==> src/rtl/icl_pkg.sv <==
// Package for the input current limit register bank: offsets, fields, reset values, types
package icl_pkg;

  // Command codes of the word registers
  localparam logic [7:0]  CMD_EFFECTIVE_INPUT_LIMIT = 8'h22;
  localparam logic [7:0]  CMD_MIN_SYSTEM_VOLTAGE    = 8'h3E;
  localparam logic [7:0]  CMD_HOST_INPUT_LIMIT      = 8'h3F;

  // Field layout of the current limit words
  localparam int          LIMIT_LSB                 = 8;
  localparam int          LIMIT_MSB                 = 14;
  localparam int          LIMIT_RSVD_BIT            = 15;
  localparam int          LIMIT_W                   = 7;

  // Field layout of the minimum system voltage word
  localparam int          MINSYS_LSB                = 8;
  localparam int          MINSYS_MSB                = 13;
  localparam int          MINSYS_W                  = 6;

  // Reset values
  localparam logic [15:0] HOST_INPUT_LIMIT_RESET    = 16'h4000;
  localparam logic [15:0] EFFECTIVE_LIMIT_RESET     = 16'h0000;
  localparam logic [15:0] MIN_SYSTEM_VOLTAGE_RESET  = 16'h0E00;

  // Minimum system voltage legal code range, 1.024 V to 16.128 V in 256 mV steps
  localparam logic [5:0]  MINSYS_CODE_MIN           = 6'h04;
  localparam logic [5:0]  MINSYS_CODE_MAX           = 6'h3F;

  // Current scale: 50 mA per code step and 50 mA offset
  localparam logic [12:0] LIMIT_STEP_MA             = 13'h0032;
  localparam logic [12:0] LIMIT_OFFSET_MA           = 13'h0032;

  // Command-level word access after SMBus framing
  typedef struct packed {
    logic [7:0]  cmd;
    logic        wr;
    logic        rd;
    logic [15:0] wdata;
  } icl_req_t;

  // Whole state of the register bank
  typedef struct packed {
    logic [LIMIT_W-1:0]  host_code;
    logic [LIMIT_W-1:0]  eff_code;
    logic [MINSYS_W-1:0] minsys_code;
    logic [15:0]         rdata;
    logic                rd_valid;
    logic                invalid;
    logic                reduce;
  } icl_state_t;

endpackage : icl_pkg

==> src/rtl/icl_regs.sv <==
// Input current limit register bank with effective limit readback and minimum system voltage
`timescale 1ns/1ns
module icl_regs
  import icl_pkg::*;
(
  input  wire logic                ref_clk_i,
  input  wire logic                arst_n_i,
  input  wire icl_req_t            req_i,
  output logic [15:0]              rdata_o,
  output logic                     rd_valid_o,
  output logic                     invalid_write_o,
  input  wire logic                adapter_present_i,
  input  wire logic                optimizer_active_i,
  input  wire logic [LIMIT_W-1:0]  optimizer_code_i,
  input  wire logic                input_over_current_i,
  input  wire logic                input_under_voltage_i,
  output logic [LIMIT_W-1:0]       host_limit_code_o,
  output logic [LIMIT_W-1:0]       effective_limit_code_o,
  output logic [12:0]              effective_limit_ma_o,
  output logic [MINSYS_W-1:0]      min_system_code_o,
  output logic                     charge_reduce_o
);

  icl_state_t state;
  icl_state_t next_state;

  localparam icl_state_t STATE_RESET = '{
    host_code:   HOST_INPUT_LIMIT_RESET[LIMIT_MSB:LIMIT_LSB],
    eff_code:    EFFECTIVE_LIMIT_RESET[LIMIT_MSB:LIMIT_LSB],
    minsys_code: MIN_SYSTEM_VOLTAGE_RESET[MINSYS_MSB:MINSYS_LSB],
    rdata:       16'h0000,
    rd_valid:    1'b0,
    invalid:     1'b0,
    reduce:      1'b0
  };

  // Next state: word writes, reads, adapter removal, optimizer and load priority
  always_comb begin
    logic              host_wr;
    logic              minsys_wr;
    logic [MINSYS_W-1:0] ms;
    next_state = state;
    host_wr    = req_i.wr && (req_i.cmd == CMD_HOST_INPUT_LIMIT);
    minsys_wr  = req_i.wr && (req_i.cmd == CMD_MIN_SYSTEM_VOLTAGE);
    ms         = req_i.wdata[MINSYS_MSB:MINSYS_LSB];
    next_state.invalid  = 1'b0;
    next_state.rd_valid = 1'b0;

    // Host limit word write; reserved low byte dropped
    if (host_wr) begin
      if (req_i.wdata[LIMIT_RSVD_BIT]) begin
        next_state.invalid = 1'b1;
      end else begin
        next_state.host_code = req_i.wdata[LIMIT_MSB:LIMIT_LSB];
      end
    end

    // Minimum system voltage write, out of range or reserved bits refused
    if (minsys_wr) begin
      if (req_i.wdata[15:14] != 2'b00) begin
        next_state.invalid = 1'b1;
      end else if (ms >= MINSYS_CODE_MIN && ms <= MINSYS_CODE_MAX) begin
        next_state.minsys_code = ms;
      end
    end

    // Removal of the adapter restores the default, overriding any write
    if (!adapter_present_i) begin
      next_state.host_code = HOST_INPUT_LIMIT_RESET[LIMIT_MSB:LIMIT_LSB];
    end

    // Limit in force: optimizer result or host code
    if (optimizer_active_i) begin
      next_state.eff_code = optimizer_code_i;
    end else begin
      next_state.eff_code = state.host_code;
    end

    // Word read; unmapped codes and reserved bits read zero
    if (req_i.rd) begin
      next_state.rd_valid = 1'b1;
      unique case (req_i.cmd)
        CMD_HOST_INPUT_LIMIT:
          next_state.rdata = {1'b0, state.host_code, 8'h00};
        CMD_EFFECTIVE_INPUT_LIMIT:
          next_state.rdata = {1'b0, state.eff_code, 8'h00};
        CMD_MIN_SYSTEM_VOLTAGE:
          next_state.rdata = {2'b00, state.minsys_code, 8'h00};
        default:
          next_state.rdata = 16'h0000;
      endcase
    end

    // System load takes priority over charging
    next_state.reduce = input_over_current_i | input_under_voltage_i;
  end

  // State register
  always_ff @(posedge ref_clk_i or negedge arst_n_i) begin
    if (!arst_n_i) begin
      state <= STATE_RESET;
    end else begin
      state <= next_state;
    end
  end

  // Outputs straight from the state
  assign rdata_o                = state.rdata;
  assign rd_valid_o             = state.rd_valid;
  assign invalid_write_o        = state.invalid;
  assign host_limit_code_o      = state.host_code;
  assign effective_limit_code_o = state.eff_code;
  assign min_system_code_o      = state.minsys_code;
  assign charge_reduce_o        = state.reduce;

  // Limit in milliamps with the fixed offset, code zero gives 50 mA
  assign effective_limit_ma_o   = 13'({6'h00, state.eff_code} * LIMIT_STEP_MA)
                                  + LIMIT_OFFSET_MA;

endmodule : icl_regs

==> config.mk <==
export PLATFORM = sky130hd
export DESIGN_NAME = icl_regs
export DESIGN_NICKNAME = d
export VERILOG_FILES = /design/src/rtl/icl_pkg.sv /design/src/rtl/icl_regs.sv
export SDC_FILE = /design/constraint.sdc
export NUM_CORES = 1
export LEC_CHECK = 0
export BUFFER_PORTS_ARGS = -buffer_cell sky130_fd_sc_hd__buf_2
export CAP_MARGIN = 20
export CORE_MARGIN = 5
export CORE_UTILIZATION = 39
export CTS_BUF_LIST = sky130_fd_sc_hd__clkbuf_4 sky130_fd_sc_hd__clkbuf_8
export DETAILED_ROUTE_END_ITERATION = 6
export MAX_ROUTING_LAYER = met4
export PLACE_DENSITY_LB_ADDON = 0.15
export SLEW_MARGIN = 30
export SYNTH_ARGS = -nofsm -noshare
export SYNTH_HDL_FRONTEND = slang
export SYNTH_SLANG_ARGS = --single-unit
==> constraint.sdc <==
create_clock -name ref_clk_i -period 5.6 [get_ports ref_clk_i]
set_input_delay 0.28 -clock ref_clk_i [delete_from_list [all_inputs] [get_ports ref_clk_i]]
set_output_delay 0.28 -clock ref_clk_i [all_outputs]
set_load 0.01 [all_outputs]
==> parameters.txt <==
Parameter                              Value

Timing
  Clock skew after layout    7.48 ps
  Period utilization    66.2%
  Worst rel slew slack    50.9%
  Maximum achievable frequency    0.270 GHz
  Final sum of negative setup slack    0 ps
  Setup repair after global routing missed its margin    no
  Number of setup violations in the final report    0
  Final-report hold violation count    0
  Clock period minus worst slack    3710 ps
  Final count of pins violating max slew    0
  Slew of the pin with the lowest slew margin    728 ps

Global routing
  Global-route wire length before repair    8650 µm
  Vias in the first global route    1,753
  Total congestion overflow    0
  Total Routing Usage GR    15.6%
  Antenna violations before repair    0
  Maximum number of pins on one net before global-route repair    31

Clocking
  Number of CTS-inserted buffers    5
  H-Tree Depth    2
  Clock latency on the worst-skew pair    280 ps
  CTS clock-pin slew for the worst setup and hold paths    70 ps
  CTS tree    done
  Post_cts resized    0
  CTS Buffer Depth    2
  Hold-fix buffer count after cts    0
  Buffers inserted during post-CTS setup optimization    0
  Root cell of the clock tree    sky130_fd_sc_hd__clkbuf_8
  Number of clock sinks    30

Pwr
  Part of the power in the clock network    40.8%
  Sw Ratio    27.8%
  Peak supply drop    0.148 mV
  Switch Pwr    0.186 mW
  Part of the total power dissipated in sequential elements    33.9%
  P_int    0.484 mW
  Static leakage    1.43 nW
  PD cells    250 mW/mm²
  Final Power    0.670 mW
  Combinational share of power    25.3%

Routing
  Post-detailed-route wirelength per cell    14.8 µm
  Routed via count divided by cell count    4.95
  Routed Wire Length    5280 µm
  ANT nets after route    0
  First-pass detailed-route iteration total    4
  Number of violations reported at the end of detailed-routing iteration 0    51
  DRC violation count after routing    0
  Vias    1,761

Layout
  Area of combinational cells with multiple inputs    0.00127 mm²
  Number of antenna repair diodes    0
  Commonest non-fill, non-tap cell in the layout    sky130_fd_sc_hd__buf_2
  Fraction of layout cells with a size suffix above 1    36.6%
  Sequential standard cell area    756 µm²
  Area growth from synthesis to layout    24.7%
  Count of fill cells added during filler insertion    535
  Commonest cells after routing, fill and taps aside    72 x sky130_fd_sc_hd__buf_2, 26 x sky130_fd_sc_hd__ha_1, 26 x sky130_fd_sc_hd__dfrtp_1
  Net count, final    350

Placed design
  Total half-perimeter wirelength after legalization and detailed placement    4260 µm
  Input/output buffers    72
  Final weighted congestion of routability-driven global placement    0.773

Critical path
  Required time of the worst setup path    5320 ps
  Origin of the critical flop-to-flop path    effective_limit_code_o[5]$_DFF_PN0_
  Crit path largest cell delay    520 ps
  Slowest stage cell, crit path    sky130_fd_sc_hd__dfrtp_1
  Critical Path Source    effective_limit_code_o[2]$_DFF_PN0_
  Crit-path cells    ha_1 > ha_1 > ha_1 > inv_1 > fa_1 > nand2b_1 > a21oi_1 > nor4_1 > a311oi_1 > nand4b_1 > xnor2_1 > buf_2
  Cell repeated most along the worst path    sky130_fd_sc_hd__ha_1
  Worst setup SP type    flip-flop
  Worst setup slack for register-to-register paths    4460 ps
  Maximum fanout along the worst path    6
  Critical path start-end classification    reg2out
  Endpoint class of the critical path    output port
  Data arrival time at the worst-slack endpoint    3430 ps

Synthesis
  Synth Warn #    0
  Area of the mapped netlist    0.00215 mm²
  Number of distinct standard cells referenced by the synthesized netlist    44
  Cells after Synth    210
  Proportion of synthesized chip area in sequential cells    35.1%
  Average size of a mapped cell    10.2 µm²
  Share of flip-flops with an asynchronous set or reset after synthesis    100%
  Flip-flop and latch count after synthesis    30
  Primary FF master, synth    sky130_fd_sc_hd__dfrtp_1
  Count of flip-flops with a built-in enable after synthesis    0

Die
  Die boundary width    84.3 µm
  Number of core rows    27
  Core Footprint    0.00544 mm²
  Effective utilization at floorplan    39.5%
  Die area    0.00710 mm²
  Number of ports placed on the die boundary    91
  Vertical extent of the die    84.3 µm

Job
  Number of max-cap violations    0

Min path
  Hold crit path type    in2async

Status
  Status    finished clean
stage by stage:
step / std cells / utilization, % / instance area (µm²) / hold slack (ps) / setup WS [ps]
after floorplan: 219 / - / 2180 / -15.6 / 2460
after global placement: 348 / 46.7 / 2540 / 351 / 2190
after detailed placement: 348 / 46.7 / 2540 / 355 / 2180
after CTS: 356 / 49.3 / 2680 / 58.4 / 1850
after global routing: 356 / 49.3 / 2680 / 83.5 / 1640
final: 356 / 49.3 / 2680 / 26.3 / 1890
cell usage after synthesis, types with 6 or more instances:
master	number	area share, %
sky130_fd_sc_hd__dfrtp_1	26	30
sky130_fd_sc_hd__ha_1	26	15
sky130_fd_sc_hd__inv_1	16	2.8
sky130_fd_sc_hd__mux2_2	11	5.8
sky130_fd_sc_hd__buf_4	10	3.5
sky130_fd_sc_hd__xor2_1	10	4.1
sky130_fd_sc_hd__nor2_1	9	1.6
sky130_fd_sc_hd__a31oi_1	8	2.3
sky130_fd_sc_hd__mux2i_1	7	3.3
sky130_fd_sc_hd__nand2_1	7	1.2
sky130_fd_sc_hd__nor2b_1	7	2.0
sky130_fd_sc_hd__o22ai_1	7	2.0
sky130_fd_sc_hd__a21oi_1	6	1.4
sky130_fd_sc_hd__a22oi_1	6	2.1
final cells by class:
type	count	share of cell area [%]
clock buffers	6	3.08
well taps	72	3.36
clock inverters	2	2.24
repair buffers	72	13.4
inverters	16	2.24
multi-input cells	158	47.5
flip-flops and latches	30	28.2
state kept, by name, summed over array words and instances (netlist names):
name / flops
rd_valid_o: 1
invalid_write_o: 1
effective_limit_code_o: 7
host_limit_code_o: 7
charge_reduce_o: 1
min_system_code_o: 6
rdata_o: 7
path summary, 6_finish.rpt:
| path | to | depth (start not counted) |
|---|---|---|
| worst max-delay path | effective_limit_ma_o[12] | 12 |
| worst min-delay path | rdata_o[9]$_DFFE_PN0P_ | 1 |
| worst max register to register | rdata_o[13]$_DFFE_PN0P_ | 4 |
| worst min register to register | rdata_o[12]$_DFFE_PN0P_ | 2 |
| max in group asynchronous | min_system_code_o[5]$_DFFE_PN0P_ | 1 |
| min in group ref_clk_i | charge_reduce_o$_DFF_PN0_ | 2 |
power by group through the flow:
stage,sequential (mW),clock [mW],combinational [mW]
global route,0.228,0.286,0.190
CTS,0.228,0.275,0.173
floorplan,0.231,0,0.115
detailed placement,0.232,0,0.172
finish,0.227,0.274,0.170
global placement,0.232,0,0.170
per-layer routing:
layer / GRT usage (%) / vias up / share of wire [%]
met3: 4.22 / 5 / 6.9
met1: 21.3 / 817 / 48
met2: 23.7 / 54 / 45
li1: - / 885 / -
met4: 2.19 / 0 / 0.61
met5: - / - / 0
cell families (layout without fill, tap and decap cells):
| family | after synthesis | count (layout) | synth area share (%) |
|---|---|---|---|
| buffers and inverters | 31 | 96 | 7.21 |
| other | 1 | 10 | 0.174 |
| flip-flops | 30 | 30 | 35.1 |
| XOR/XNOR | 15 | 15 | 6.11 |
| AO/OA/AOI/OAI | 40 | 40 | 13.0 |
| multiplexers | 18 | 18 | 9.02 |
| adder cells (fa/ha/maj) | 28 | 28 | 17.0 |
| AND/OR/NAND/NOR | 47 | 47 | 12.4 |
worst max-delay path: cells and delay by family, from the launching register on:
family,cells,cell delay [ps]
AO/OA/AOI/OAI,2,540
adder cells (fa/ha/maj),4,1340
AND/OR/NAND/NOR,3,430
XOR/XNOR,1,110
buffers and inverters,2,200
flip-flops,1,520
Note: power is estimated with default switching activity, not from simulation.
